### src/core/cvr_defs.svh
// Register offsets, field positions and reset values of the result and trigger block.
// Assumes inclusion by the block's single design module; the package does not include it.
`ifndef CVR_DEFS_SVH
`define CVR_DEFS_SVH
`define CVR_OFF_RES_LOW 12'h000
`define CVR_OFF_RES_HIGH 12'h004
`define CVR_OFF_CTRL_B 12'h008
`define CVR_OFF_PIN_DIS 12'h00C
`define CVR_OFF_CTRL_A 12'h010
`define CVR_OFF_CHAN_SEL 12'h014
`define CVR_OFF_IRQ_STAT 12'h018
`define CVR_OFF_IRQ_MASK 12'h01C
`define CVR_A_ENABLE 7
`define CVR_A_START 6
`define CVR_A_AUTO 5
`define CVR_A_DONE 4
`define CVR_SEL_LEFT 5
`define CVR_SEL_DIFF 4
`define CVR_B_CMP_MUX 6
`define CVR_B_WMASK 8'h47
`define CVR_IRQ_DONE 0
`define CVR_IRQ_LOST 1
`define CVR_RESET_BYTE 8'h00
`endif

### src/core/cvr_pkg.sv
// Types shared by the result and trigger block.
// Assumes cvr_defs.svh sits beside it.
package cvr_pkg;
	typedef enum logic [2:0] {
		CVR_IDLE = 3'b001,
		CVR_BUSY = 3'b010,
		CVR_HELD = 3'b100
	} cvr_state_t;
	typedef struct packed {
		logic done;
		logic [9:0] value;
	} cvr_result_t;
	typedef struct packed {
		logic start;
		logic abort;
	} cvr_core_cmd_t;
endpackage : cvr_pkg

### src/core/cvr_regs.sv
// APB register block for converter results, auto-trigger and pin input disables.
// Assumes an analog core that takes start/abort pulses and returns a done pulse with data.
//
// What this block does and what it expects of software and of the core
// Each completed conversion loads the result pair unless the low read lock is set
// Differential channels give two's complement results
// Low read freezes results until high read
// Justify bit selects left or right packing
// Left-justified 8-bit users may read high only
// Otherwise software reads low before high
// Software writes zero to reserved control bits
// Trigger source ignored while auto-trigger clear
// Rising edge of selected flag starts conversion
// Switching to a set source counts as edge
// Selecting free running never triggers itself
// Trigger field decodes to eight sources
// Disable bits switch off pin input buffers
// Disabled pins read zero in port input
// Disable unused digital inputs to save power
// Auto-trigger enable starts on positive trigger edges
// Completion flag sets on update, write-one clears
// Enable powers converter; clearing aborts conversion
// Results arriving while locked are discarded
`timescale 1ns/1ns
`default_nettype none
`include "cvr_defs.svh"
module cvr_regs
	import cvr_pkg::*;
(
	input wire logic pclk, // System clock
	input wire logic presetn, // Async reset, active low
	input wire logic psel, // APB select
	input wire logic penable, // APB access phase
	input wire logic pwrite, // APB direction
	input wire logic [11:0] paddr, // APB byte address
	input wire logic [31:0] pwdata, // APB write data
	output logic [31:0] prdata, // APB read data
	output logic pready, // APB ready
	output logic pslverr, // APB error on unmapped address
	input wire cvr_result_t core_result, // Core completion and raw code
	input wire logic [6:0] trig_flags, // Flags of sources 1..7
	input wire logic vector_ack, // Completion interrupt vector taken
	input wire logic [7:0] pin_raw, // Raw analog pin digital levels
	output cvr_core_cmd_t core_cmd, // Start and abort pulses to core
	output logic core_power, // Converter powered
	output logic [7:0] buf_disable, // Input buffer off per pin
	output logic [7:0] pin_in, // Port input value seen by CPU
	output logic irq // Level interrupt
);
	logic [7:0] res_low_reg;
	logic [7:0] res_low_next;
	logic [7:0] res_high_reg;
	logic [7:0] res_high_next;
	logic [7:0] ctrl_a_reg;
	logic [7:0] ctrl_a_next;
	logic [7:0] ctrl_b_reg;
	logic [7:0] ctrl_b_next;
	logic [7:0] chan_sel_reg;
	logic [7:0] chan_sel_next;
	logic [7:0] pin_dis_reg;
	logic [1:0] irq_stat_reg;
	logic [1:0] irq_stat_next;
	logic [1:0] irq_mask_reg;
	logic lock_reg;
	logic lock_next;
	logic trig_prev_reg;
	logic start_pend_reg;
	cvr_state_t state_reg;
	cvr_state_t state_next;
	logic [31:0] prdata_reg;
	logic pready_reg;
	logic pslverr_reg;
	cvr_core_cmd_t cmd_reg;
	logic irq_reg;
	logic [7:0] pin_in_reg;

	// Bus decode
	wire logic setup = psel & ~penable;
	wire logic wr = setup & pwrite;
	wire logic rd = setup & ~pwrite;
	wire logic [7:0] wbyte = pwdata[7:0];
	wire logic hit_low = paddr == `CVR_OFF_RES_LOW;
	wire logic hit_high = paddr == `CVR_OFF_RES_HIGH;
	wire logic hit_b = paddr == `CVR_OFF_CTRL_B;
	wire logic hit_dis = paddr == `CVR_OFF_PIN_DIS;
	wire logic hit_a = paddr == `CVR_OFF_CTRL_A;
	wire logic hit_sel = paddr == `CVR_OFF_CHAN_SEL;
	wire logic hit_stat = paddr == `CVR_OFF_IRQ_STAT;
	wire logic hit_mask = paddr == `CVR_OFF_IRQ_MASK;
	wire logic mapped = hit_low | hit_high | hit_b | hit_dis | hit_a | hit_sel | hit_stat
		| hit_mask;

	// Result formatting
	wire logic [9:0] code = core_result.value; // Core already signs differential codes, see
	wire logic left = chan_sel_reg[`CVR_SEL_LEFT];
	wire logic [7:0] fmt_high = left ? code[9:2] : {6'h00, code[9:8]};
	wire logic [7:0] fmt_low = left ? {code[1:0], 6'h00} : code[7:0];
	wire logic done_evt = core_result.done & (state_reg == CVR_BUSY);
	wire logic load_res = done_evt & ~lock_reg; // see

	// Trigger selection
	wire logic [7:0] src_vec = {trig_flags, ctrl_a_reg[`CVR_A_DONE]};
	wire logic [2:0] src_sel = ctrl_b_reg[2:0];
	wire logic trig_now = (src_sel != 3'h0) & src_vec[src_sel]; // see
	wire logic auto_on = ctrl_a_reg[`CVR_A_AUTO];
	wire logic enabled = ctrl_a_reg[`CVR_A_ENABLE];
	wire logic trig_edge = auto_on & enabled & trig_now & ~trig_prev_reg; // see
	wire logic free_restart = auto_on & (src_sel == 3'h0) & done_evt; // Free running chain
	wire logic sw_start = wr & hit_a & wbyte[`CVR_A_START];
	// Enable as written this cycle: start with enable works, disable wins
	wire logic en_now = (wr & hit_a) ? wbyte[`CVR_A_ENABLE] : enabled;
	wire logic want_start = en_now & (sw_start | trig_edge | free_restart | start_pend_reg);
	wire logic abort = (state_reg == CVR_BUSY) & wr & hit_a & ~wbyte[`CVR_A_ENABLE];

	always_comb begin
		state_next = state_reg;
		unique case (state_reg)
			CVR_IDLE: if (want_start) state_next = CVR_BUSY; // see
			CVR_BUSY: begin
				if (abort) state_next = CVR_IDLE;
				else if (core_result.done) state_next = CVR_IDLE;
			end
			CVR_HELD: state_next = CVR_IDLE;
		endcase
	end

	always_comb begin
		ctrl_a_next = ctrl_a_reg;
		if (wr & hit_a) begin
			ctrl_a_next[7:5] = wbyte[7:5];
			ctrl_a_next[3:0] = wbyte[3:0];
			if (wbyte[`CVR_A_DONE]) ctrl_a_next[`CVR_A_DONE] = 1'b0;
		end
		if (vector_ack) ctrl_a_next[`CVR_A_DONE] = 1'b0;
		if (done_evt) ctrl_a_next[`CVR_A_DONE] = 1'b1; // Set wins, see
		ctrl_a_next[`CVR_A_START] = (state_next == CVR_BUSY);
	end

	always_comb begin
		ctrl_b_next = ctrl_b_reg;
		if (wr & hit_b) ctrl_b_next = wbyte & `CVR_B_WMASK; // Reserved stay zero, see
		chan_sel_next = chan_sel_reg;
		if (wr & hit_sel) chan_sel_next = wbyte;
		res_low_next = load_res ? fmt_low : res_low_reg;
		res_high_next = load_res ? fmt_high : res_high_reg;
		lock_next = lock_reg;
		if (rd & hit_low) lock_next = 1'b1;
		if (rd & hit_high) lock_next = 1'b0;
		irq_stat_next = irq_stat_reg;
		if (wr & hit_stat) irq_stat_next = irq_stat_reg & ~wbyte[1:0];
		if (done_evt) irq_stat_next[`CVR_IRQ_DONE] = 1'b1;
		if (done_evt & lock_reg) irq_stat_next[`CVR_IRQ_LOST] = 1'b1;
	end

	// Read mux
	wire logic [7:0] rd_byte =
		hit_low ? res_low_reg :
		hit_high ? res_high_reg :
		hit_b ? ctrl_b_reg :
		hit_dis ? pin_dis_reg :
		hit_a ? ctrl_a_reg :
		hit_sel ? chan_sel_reg :
		hit_stat ? {6'h00, irq_stat_reg} :
		hit_mask ? {6'h00, irq_mask_reg} : `CVR_RESET_BYTE;

	always_ff @(posedge pclk or negedge presetn) begin
		if (!presetn) begin
			state_reg <= CVR_IDLE;
		end else begin
			state_reg <= state_next;
		end
	end

	always_ff @(posedge pclk or negedge presetn) begin
		if (!presetn) begin
			ctrl_a_reg <= `CVR_RESET_BYTE;
		end else begin
			ctrl_a_reg <= ctrl_a_next;
		end
	end

	always_ff @(posedge pclk or negedge presetn) begin
		if (!presetn) begin
			ctrl_b_reg <= `CVR_RESET_BYTE;
		end else begin
			ctrl_b_reg <= ctrl_b_next;
		end
	end

	always_ff @(posedge pclk or negedge presetn) begin
		if (!presetn) begin
			chan_sel_reg <= `CVR_RESET_BYTE;
		end else begin
			chan_sel_reg <= chan_sel_next;
		end
	end

	always_ff @(posedge pclk or negedge presetn) begin
		if (!presetn) begin
			res_low_reg <= `CVR_RESET_BYTE;
		end else begin
			res_low_reg <= res_low_next;
		end
	end

	always_ff @(posedge pclk or negedge presetn) begin
		if (!presetn) begin
			res_high_reg <= `CVR_RESET_BYTE;
		end else begin
			res_high_reg <= res_high_next;
		end
	end

	always_ff @(posedge pclk or negedge presetn) begin
		if (!presetn) begin
			lock_reg <= 1'b0;
		end else begin
			lock_reg <= lock_next;
		end
	end

	always_ff @(posedge pclk or negedge presetn) begin
		if (!presetn) begin
			irq_stat_reg <= 2'h0;
		end else begin
			irq_stat_reg <= irq_stat_next;
		end
	end

	always_ff @(posedge pclk or negedge presetn) begin
		if (!presetn) begin
			pin_dis_reg <= `CVR_RESET_BYTE;
		end else if (wr & hit_dis) begin
			pin_dis_reg <= wbyte;
		end
	end

	always_ff @(posedge pclk or negedge presetn) begin
		if (!presetn) begin
			irq_mask_reg <= 2'h0;
		end else if (wr & hit_mask) begin
			irq_mask_reg <= wbyte[1:0];
		end
	end

	always_ff @(posedge pclk or negedge presetn) begin
		if (!presetn) begin
			trig_prev_reg <= 1'b0;
		end else begin
			trig_prev_reg <= trig_now;
		end
	end

	// Trigger seen while busy is kept for one later start
	always_ff @(posedge pclk or negedge presetn) begin
		if (!presetn) begin
			start_pend_reg <= 1'b0;
		end else begin
			start_pend_reg <= want_start & (state_reg != CVR_IDLE) & ~abort;
		end
	end

	// Bus response, one cycle after setup
	always_ff @(posedge pclk or negedge presetn) begin
		if (!presetn) begin
			prdata_reg <= 32'h0000_0000;
			pready_reg <= 1'b0;
			pslverr_reg <= 1'b0;
		end else begin
			pready_reg <= setup;
			pslverr_reg <= setup & ~mapped;
			prdata_reg <= rd ? {24'h000000, rd_byte} : 32'h0000_0000;
		end
	end

	always_ff @(posedge pclk or negedge presetn) begin
		if (!presetn) begin
			cmd_reg <= '0;
		end else begin
			cmd_reg.start <= (state_reg == CVR_IDLE) & want_start;
			cmd_reg.abort <= abort;
		end
	end

	always_ff @(posedge pclk or negedge presetn) begin
		if (!presetn) begin
			irq_reg <= 1'b0;
		end else begin
			irq_reg <= |(irq_stat_next & irq_mask_reg);
		end
	end

	// Port input gating, one flop per analog pin
	genvar pin_idx;
	generate
		for (pin_idx = 0; pin_idx < 8; pin_idx++) begin : g_pin_gate
			always_ff @(posedge pclk or negedge presetn) begin
				if (!presetn) begin
					pin_in_reg[pin_idx] <= 1'b0;
				end else begin
					pin_in_reg[pin_idx] <= pin_raw[pin_idx] & ~pin_dis_reg[pin_idx];
				end
			end
		end
	endgenerate

	assign prdata = prdata_reg;
	assign pready = pready_reg;
	assign pslverr = pslverr_reg;
	assign core_cmd = cmd_reg;
	assign core_power = ctrl_a_reg[`CVR_A_ENABLE];
	assign buf_disable = pin_dis_reg;
	assign pin_in = pin_in_reg;
	assign irq = irq_reg;
endmodule : cvr_regs
`default_nettype wire

### config.mk
export PLATFORM = sky130hd
export DESIGN_NAME = cvr_regs
export DESIGN_NICKNAME = d
export VERILOG_FILES = /design/src/core/cvr_pkg.sv /design/src/core/cvr_regs.sv
export VERILOG_INCLUDE_DIRS = /design/src /design/src/core
export SDC_FILE = /design/constraint.sdc
export NUM_CORES = 1
export LEC_CHECK = 0
export CORE_MARGIN = 5
export CORE_UTILIZATION = 60
export CTS_CLUSTER_DIAMETER = 100
export CTS_CLUSTER_SIZE = 28
export DETAILED_ROUTE_END_ITERATION = 16
export DONT_BUFFER_PORTS = 1
export GPL_TIMING_DRIVEN = 0
export PLACE_DENSITY = 0.75
export SLEW_MARGIN = 20
export SYNTH_ARGS = -nofsm -noshare
export SYNTH_HDL_FRONTEND = slang
export SYNTH_SLANG_ARGS = --single-unit
### constraint.sdc
create_clock -name pclk -period 2.8 [get_ports pclk]
set_clock_uncertainty 0.15 [all_clocks]
set_input_delay 0.14 -clock pclk [delete_from_list [all_inputs] [get_ports pclk]]
set_output_delay 0.14 -clock pclk [all_outputs]
set_load 0.005 [all_outputs]
# Yosys cells after proc, flatten, opt, wreduce, memory -nomap -nowiden
# Index checks and enable logic that the tools add are counted.
# Widths: inputs -> output; s select.
classes:
  magnitude_cmp: 1
  eq_ne: 12
  n_mux: 27
  bitwise_logic: 65
  n_reduce_logical: 8
op_table:
  columns: ["cell", "n"]
  rows:
  - ["$mux 8", 9]
  - ["$eq 12x5->1 const B", 4]
  - ["$and 1x1->1", 37]
  - ["$eq 12x4->1 const B", 2]
  - ["$not 1->1", 15]
  - ["$eq 12x3->1 const B", 1]
  - ["$logic_not 12->1", 1]
  - ["$or 1x1->1", 10]
  - ["$mux 1", 9]
  - ["$mux 3", 3]
  - ["$pmux 3 s3", 1]
  - ["$reduce_bool 3->1", 3]
  - ["$eq 3x2->1 const B", 2]
  - ["$mux 2", 3]
  - ["$mux 5", 1]
  - ["$and 2x2->2", 2]
  - ["$lt 3x4->1 const B", 1]
  - ["$bmux 1 s3", 1]
  - ["$eq 3x1->1 const B", 1]
  - ["$eq 3x3->1 const B", 1]
  - ["$logic_not 3->1", 1]
  - ["$ne 3x1->1 const B", 1]
  - ["$not 2->2", 1]
  - ["$reduce_and 2->1", 1]
  - ["2 further kinds", 2]
totals:
  ff_bits: 75
  inputBits: 76
  out_inout_bits: 54
  elab_cells: 141

# Depth between registers and ports, before layout
# Gate-level depths: netlist of run 1.
logic_depth:
  depth_word: 12
  ltp_mapped: 7

# Worst setup path before layout of run 1
# OpenSTA, ideal clock, no wires.
synth_timing:
  kind: "input to register"
  from: "input paddr[9]"
  to: "register prdata_reg[0], in the netlist prdata[0]"
  arrival_time_ps: 1837
  required_time_ps: 2522
  setup_slack_ps: 685
  stages: 6
  path_buffers: 1
  path_cell_list: "or4_4 > buf_6 > nor4_4 > mux2_1 > a221oi_1 > nor3_1"
synth_via:
  elab_chain_len: 10
synth_lines:
  columns: ["element", "line_no", "text"]
  rows:
  - ["start: declaration", "cvr_regs.sv:35", "input wire logic [11:0] paddr,"]
  - ["$eq 12x5->1 (no line)", null, null]
  - ["$mux 2 (no line) (2 in series)", null, null]
  - ["$mux 8 (no line) (5 in series)", null, null]
  - ["$mux 8 (no line) (*)", null, null]
  - ["$mux 8 (*)", "cvr_regs.sv:272", "prdata_reg <= rd ? {24'h000000, rd_byte} : 32'h0000_0000;"]
  - ["end signal: assignment", "cvr_regs.sv:272", null]
  - ["end: declaration", "cvr_regs.sv:70", "logic [31:0] prdata_reg;"]
# Every way passes the cells marked *; elsewhere a longest branch is shown, timed or not.
# A chain may end at the register's enable or synchronous reset.

# Worst setup path after layout of run 1
layout_timing:
  from: "register state_reg[0]"
  to: "register state_reg[2]"
layout_via:
  elab_chain_len: 8
layout_lines:
  columns: ["element", "line_no", "text"]
  rows:
  - ["start: declaration", "cvr_regs.sv:68", "cvr_state_t state_reg;"]
  - ["start signal: assignment", "cvr_regs.sv:170", "state_reg <= state_next;"]
  - ["$eq 3x2->1", "cvr_regs.sv:98, cvr_regs.sv:113, cvr_regs.sv:117", null]
  - ["$and 1x1->1", "cvr_regs.sv:98", "wire logic done_evt = core_result.done & (state_reg == CVR_BUSY);"]
  - ["$and 1x1->1", "cvr_regs.sv:108", "wire logic free_restart = auto_on & (src_sel == 3'h0) & done_evt;"]
  - ["$or 1x1->1 (2 in series)", "cvr_regs.sv:112", "wire logic want_start = en_now & (sw_start | trig_edge | free_restart | start_pend_reg);"]
  - ["$and 1x1->1", "cvr_regs.sv:112", null]
  - ["$mux 3", "cvr_regs.sv:118", "CVR_IDLE: if (want_start) state_next = CVR_BUSY;"]
  - ["$pmux 3 s3 (*)", "cvr_regs.sv:117", "unique case (state_reg)"]
  - ["named net state_next[2]", "cvr_regs.sv:69", "cvr_state_t state_next;"]
# Mark *: on every way through the listed nets, which the timed path passes. The rest lies on a longest branch.

==> out/metrics.cfg, run 1 <==
[pwr]
p_clk_frac = 0.397
peakVddDrop_uv = 395
powerDensity_nw_per_um2 = 465
sequentialPowerShare = 0.528
swShare = 0.228
p_int_mw = 1.60
p_total_mw = 2.07
p_comb_frac = 0.075
cellLeakagePower_nw = 2.12
netSwitchingPower_uw = 473

[synthesis]
ys_ff_latch = 75
synthSimpleGateAreaFrac = 0.179
yosysWarnings = 0
synth_edf_count = 0
synth_compound_area_frac = 0.113
synthesis.area_um2 = 3680
yosys-top-cells-area = dfrtp_1 (50%), mux2_2 (8.3%), buf_4 (4.9%)
synthFlopType = dfrtp_1
avgSynthCellArea_um2 = 10.9
synth_cells = 339
yosysTopAreaCellShare = 0.503
synthAdderAreaFrac = 0
synthMuxAreaShare = 0.119
synthArstFlopShare = 1.00
yosysSeqAreaShare = 0.510
synth_xor_area_frac = 0
synth.distinct_cells = 57
synth_area_leader_cell = dfrtp_1
synth_top_family_by_area = simple AND/OR/NAND/NOR gates

[sta]
rsz0062_at_grt = no
period_share = 0.858
maxSlewHeadroom = 0.478
drv_slew = 0
period_minus_slack_ns = 2.40
fin_ws_ns = 0.398
finalHoldViolCount = 0
max_slew.worst_pin.slew_ns = 0.775
setup_tns_ns = 0
setup_violations = 0
clock.fmax_ghz = 0.416

[layout]
antenna_cells = 0
final_cells = 492
final_nets = 488
area_delta_synth_final_pct = 21.3
fin_area_um2 = 4460
drive_gt1_frac = 0.197

[worst_setup_path]
reg2reg_depth = 6
reg2reg_from = state_reg[0]$_DFF_PN1_
startpoint_type = flop
cp-end-kind = flop
path_class = reg -> reg
cp.required_ns = 2.94
cp.arrival_ns = 2.54
crit_start = state_reg[0]$_DFF_PN1_
critical_path_peak_fanout = 9

[placement]
dp_hpwl_mm = 6.45
dp_cells = 437
dpl_worst_slack_ns = 0.321
gp_congestion = 0.888
post_dp_cell_area_um2 = 3860
place.port_buffers = 0

[outcome]
status = completed

[detailed_routing]
drc = 0
num_vias = 2869
wire_per_inst_um = 18.6
dr.pass1.iters = 5
routed_wl_mm = 9.17
drt_iter0_markers = 236
detail-route-antenna-nets = 0
vias_per_cell = 5.83

[worst_hold_path]
hp-class = in -> reg
holdPathStages = 3
hp-start = trig_flags[0]

[clock_tree]
numCtsBuffers = 9
cts_resized = 0
cts_tree = done
insertion_delay_ns = 0.35
cts_setup_buffers = 0
htree_levels = 3
cts_buffer_depth = 2
cts.clk_slew.worst_paths_ns = 0.08
clock_sinks = 75
cts_root_buffer = clkbuf_8

[grt]
grt.met2_usage = 0.402
met3_usage = 0.0503
grt_pass1_vias = 2823
antenna_found_initial = 0
grt_max_degree = 76
gr-usage-all-layers = 0.242
grt_busiest_layer = met2
use_met1 = 0.316
grt_pass1_wl_mm = 14.2
grt_overflow_total = 0

[job]
max_cap_viol_count = 0

[floorplan]
core_area_um2 = 5960
start_util = 0.618
ios = 130
fp.dieW_um = 88.3
die_h_um = 88.3
dieArea_um2 = 7800
core.rowCount = 28

==> cell usage after synthesis, types with 7 or more instances <==
cell and number:
a21oi_1 13, buf_4 24, clkbuf_1 12, dfrtp_1 74
inv_1 8, mux2_2 27, mux2i_1 9, nand2_1 39
nand3_1 12, nor2_1 10, nor2b_1 9, nor3_1 7
o21ai_0 10
==> area by class of cell <==
cell class | instances | area, µm²
Sequential cell | 75 | 1880
Timing Repair Buffer | 39 | 408
Tap cell | 75 | 93.8
Buffer | 41 | 255
Multi-Input combinational cell | 238 | 1600
Clock buffer | 11 | 141
Inverter | 8 | 30.0
Clock inverter | 5 | 52.6
Fill cell | 423 | 1490
==> kinds of logic after synthesis <==
logic type      after synthesis
mux                          39
flops                        75
other cells                   1
simple gates                115
buf+inv                      49
compound gates               60
==> worst max-delay path: stages (launching register included) <==
cell       delay, ns
dfstp_2         0.52
clkbuf_1        0.28
and4bb_2        0.34
a41oi_1         0.27
o2bb2ai_1       0.13
a21oi_1         0.39
o221a_2         0.26
==> worst paths after layout <==
check	endpoint	slack (ns)
hold / removal	trig_prev_reg$_DFF_PN0_	0.03
setup / recovery	state_reg[2]$_DFF_PN0_	0.40
max in group asynchronous	state_reg[0]$_DFF_PN1_	2.00
setup reg to reg	state_reg[2]$_DFF_PN0_	0.40
hold reg to reg	res_low_reg[0]$_DFFE_PN0P_	0.33
min in group asynchronous	ctrl_b_reg[2]$_DFFE_PN0P_	0.19
==> power by group through the flow <==
stage                     registers, mW  logic (mW)  clock network (mW)
after floorplan                    1.12      0.0700                   0
after global placement             1.12      0.0775                   0
after detailed placement           1.12      0.0780                   0
after CTS                          1.09       0.154               0.830
after global routing               1.10       0.172               0.885
final                              1.09       0.156               0.825
==> per-layer routing <==
metal | share of wire | wire (µm)
met1 | 0.39 | 3620
met2 | 0.50 | 4570
met3 | 0.093 | 855
met4 | 0.014 | 127
met5 | 0 | 0
==> stage by stage <==
step | util | hold slack (ns)
6_report | 0.749 | 0.0293
4_1_cts | 0.749 | 0.0161
5_1_grt | 0.749 | 0.0503
3_3_place_gp | 0.648 | -0.304
2_1_floorplan | - | -0.306
3_5_place_dp | 0.648 | -0.303
==> layout by cell type (no fill, tap or decap), types with 2 or more instances in the layout <==
| cell | instances |
|---|---|
| and4_1 | 3 |
| mux2i_1 | 9 |
| clkbuf_1 | 13 |
| nand2b_1 | 5 |
| or4_1 | 2 |
| nor4_2 | 3 |
| nand3_1 | 12 |
| a22oi_1 | 5 |
| dfrtp_1 | 74 |
| a222oi_1 | 5 |
| a21oi_1 | 13 |
| nand4_1 | 2 |
| nor2_1 | 10 |
| nor4_1 | 3 |
| a21boi_0 | 2 |
| inv_1 | 8 |
| clkbuf_8 | 10 |
| nor3_1 | 7 |
| a221oi_1 | 2 |
| o22ai_1 | 6 |
| nand3b_1 | 6 |
| clkinv_2 | 3 |
| mux2_2 | 27 |
| mux2_1 | 2 |
| conb_1 | 24 |
| buf_4 | 24 |
| nor2b_1 | 9 |
| dlygate4sd3_1 | 38 |
| o21ai_0 | 10 |
| nand2_1 | 39 |
| buf_2 | 3 |
| nor4b_1 | 2 |
| a21o_1 | 4 |
| a22o_1 | 3 |
==> what timing repair did <==
action                                  in CTS  in global routing
hold buffers                                39                  0
endpoints found under the setup margin       0                  0
hold endpoints to repair                   142                  0
No activity file was read; power rests on OpenSTA's default activity.
==> run 2: changes to the inputs <==
ABC_AREA = 1   (was default)
==> out/metrics.cfg, run 2 <==
[sta]
period_minus_slack_ns = 2.13  ; -0.270 ns
max_slew.worst_pin.slew_ns = 0.543  ; -0.232 ns
setup_violations = 0  ; unchanged
clock.fmax_ghz = 0.469  ; +13%
maxSlewHeadroom = 0.636  ; +0.158
setup_tns_ns = 0  ; unchanged
finalHoldViolCount = 0  ; unchanged
rsz0062_at_grt = no
drv_slew = 0  ; unchanged
fin_ws_ns = 0.668  ; +0.270 ns
period_share = 0.761  ; -0.0965

[clock_tree]
cts_root_buffer = clkbuf_8
insertion_delay_ns = 0.36  ; about the same
cts_setup_buffers = 0  ; unchanged
cts_buffer_depth = 2  ; unchanged
cts_resized = 0  ; unchanged
numCtsBuffers = 9  ; unchanged
cts_tree = done
cts.clk_slew.worst_paths_ns = 0.08  ; about the same
clock_sinks = 75  ; unchanged
hold_buffers = 36  ; -7.7%
htree_levels = 3  ; unchanged

[synthesis]
synthSimpleGateAreaFrac = 0.252  ; +0.0728
synthAdderAreaFrac = 0  ; unchanged
synth_top_family_by_area = simple AND/OR/NAND/NOR gates
synthFlopType = dfrtp_1
avgSynthCellArea_um2 = 8.56  ; -21%
yosysSeqAreaShare = 0.487  ; -0.0237
synth_area_leader_cell = dfrtp_1
synth_most_common_cell = nand2_1
yosysTopAreaCellShare = 0.480  ; -0.0233
synth_edf_count = 0  ; unchanged
synth_compound_area_frac = 0.138  ; +0.0259
synth.distinct_cells = 39  ; -32%
synth_xor_area_frac = 0  ; unchanged
synthTopCellsByCount = nand2_1 (78), dfrtp_1 (74), inv_1 (55)
ys_ff_latch = 75  ; unchanged
synthMuxAreaShare = 0  ; -0.119
yosysWarnings = 0  ; unchanged
yosys-top-cells-area = dfrtp_1 (48%), nand2_1 (7.6%), inv_1 (5.4%)
synthArstFlopShare = 1.00  ; unchanged
synth_cells = 451  ; +33%
synthesis.area_um2 = 3860  ; +4.9%

[floorplan]
dieArea_um2 = 8140  ; +4.3%
ios = 130  ; unchanged
fp.dieW_um = 90.2  ; +2.1%
core_area_um2 = 6310  ; +6.0%
die_h_um = 90.2  ; +2.1%
core.rowCount = 29  ; +3.6%
start_util = 0.611  ; -0.00668

[worst_setup_path]
cp-end-kind = flop
reg2reg_from = state_reg[0]$_DFF_PN1_
rrSetupSlack_ns = 0.67  ; +0.27 ns
worstPathCellList = nor2_2 -> nand2_1 -> clkbuf_1 -> o31ai_1 -> dlygate4sd3_1
path_buf_inv = 2  ; +1
startpoint_type = flop
crit_start = state_reg[0]$_DFF_PN1_
path_depth = 5  ; -1
reg2reg_depth = 5  ; -1
critical_path_peak_fanout = 10  ; +1
cpMaxStageDelayCell = dfstp_2
crit_path_max_incr_delay_ns = 0.58  ; +0.06 ns
cp.arrival_ns = 2.23  ; -0.31 ns
crit_family = buffers and inverters
path_class = reg -> reg
cp.required_ns = 2.90  ; -0.04 ns
regToRegEndpoint = ctrl_a_reg[4]$_DFFE_PN0P_

[placement]
dp_hpwl_mm = 6.77  ; +5.0%
dp_cells = 551  ; +26%
place.port_buffers = 0  ; unchanged
gp_congestion = 0.916  ; +3.1%
dpl_worst_slack_ns = 1.02  ; +0.695 ns

[detailed_routing]
dr.pass1.iters = 5  ; unchanged
vias_per_cell = 5.48  ; -6.1%
wire_per_inst_um = 16.2  ; -13%
num_vias = 3302  ; +15%
detail-route-antenna-nets = 0  ; unchanged
drt_iter0_markers = 313  ; +33%
drc = 0  ; unchanged
routed_wl_mm = 9.74  ; +6.2%

[layout]
antenna_cells = 0  ; unchanged
final_cells = 603  ; +23%
final_common_cell = nand2_1
nFillCells = 481  ; +14%
area_delta_synth_final_pct = 20.1
final_nets = 597  ; +22%
drive_gt1_frac = 0.194  ; -0.00273
layout_common_cells = nand2_1 (78), dfrtp_1 (74), inv_1 (55)

[job]
max_cap_viol_count = 0  ; unchanged

[worst_hold_path]
hp-start = paddr[0]
hp-class = in -> reg
min_to = prdata[1]$_DFF_PN0_
holdPathStages = 5  ; +2

[pwr]
peakVddDrop_uv = 341  ; -14%
powerDensity_nw_per_um2 = 468  ; +0.58%
cellLeakagePower_nw = 2.39  ; +13%

[grt]
gr-usage-all-layers = 0.249  ; +0.00743
grt_pass1_wl_mm = 16.2  ; +14%
grt_max_degree = 76  ; unchanged
antenna_found_initial = 0  ; unchanged
grt_overflow_total = 0  ; unchanged
grt_pass1_vias = 3248  ; +15%

[outcome]
status = completed

==> run 2: cell types whose count changed in the layout (fill, tap and decap cells not counted), moves of 11 or more <==
| cell | before | now |
|---|---|---|
| o21ai_0 | 10 | 40 |
| mux2_2 | 27 | 0 |
| inv_1 | 8 | 55 |
| nand2_1 | 39 | 78 |
| nor2_1 | 10 | 36 |
| o21ai_1 | 1 | 12 |
| nand3_1 | 12 | 27 |
==> run 2: worst max path at each step <==
| stage | end | slack (ns) |
|---|---|---|
| 6_report | ctrl_a_reg[4]$_DFFE_PN0P_ | 0.67 |
| 5_1_grt | ctrl_a_reg[4]$_DFFE_PN0P_ | 0.60 |
| 4_1_cts | ctrl_a_reg[4]$_DFFE_PN0P_ | 0.68 |
| 3_5_place_dp | res_high_reg[2]$_DFFE_PN0P_ | 1.02 |
| 3_3_place_gp | irq$_DFF_PN0_ | 1.04 |
| 2_1_floorplan | ctrl_a_reg[6]$_DFF_PN0_ | 1.29 |
==> run 2: layout make-up <==
cell class,instances,area (µm²),share of cell area
sequential,75,1880,0.405
clock inverter,7,91.3,0.0197
multi-input combinational,301,1600,0.344
inverter,63,238,0.0513
buffer,35,233,0.0502
timing repair buffer,36,378,0.0815
clock buffer,9,124,0.0267
tap,77,96.3,0.0208
==> run 2: metrics by stage <==
step / hold WS [ns] / power, mW / util / cell area (µm²)
6_report: 0.0140 / 2.17 / 0.734 / 4630
5_1_grt: 0.0382 / 2.24 / 0.734 / 4630
4_1_cts: 0.00714 / 2.17 / 0.734 / 4630
3_5_place_dp: -0.304 / 1.20 / 0.640 / 4040
3_3_place_gp: -0.304 / 1.20 / 0.640 / 4040
2_1_floorplan: -0.306 / 1.19 / - / 3950
==> run 2: where the power goes <==
| part | switching (mW) | leakage (nW) | internal (mW) | total [mW] |
|---|---|---|---|---|
| combinational | 0.0821 | 1.28 | 0.0708 | 0.153 |
| sequential | 0.00407 | 0.998 | 1.09 | 1.09 |
| clock | 0.421 | 0.109 | 0.500 | 0.921 |
==> run 2: kinds of logic after synthesis <==
family          count (synthesis)
simple gates                  189
buf+inv                        98
compound gates                 88
flops                          75
other cells                     1
==> run 2: per-layer routing <==
metal  GRT usage  routed length, µm  vias up
li1            -                  -     1550
met1       0.320               3840     1546
met2       0.398               4680      176
met3      0.0643                907       30
met4       0.110                312        0
met5           0                  0        -
==> run 2: worst min-delay path, stage by stage <==
cell and delay, ns:
nor2_4 0.02, nand3_2 0.10, nor2_4 0.07, nand2_1 0.06, a31oi_1 0.09
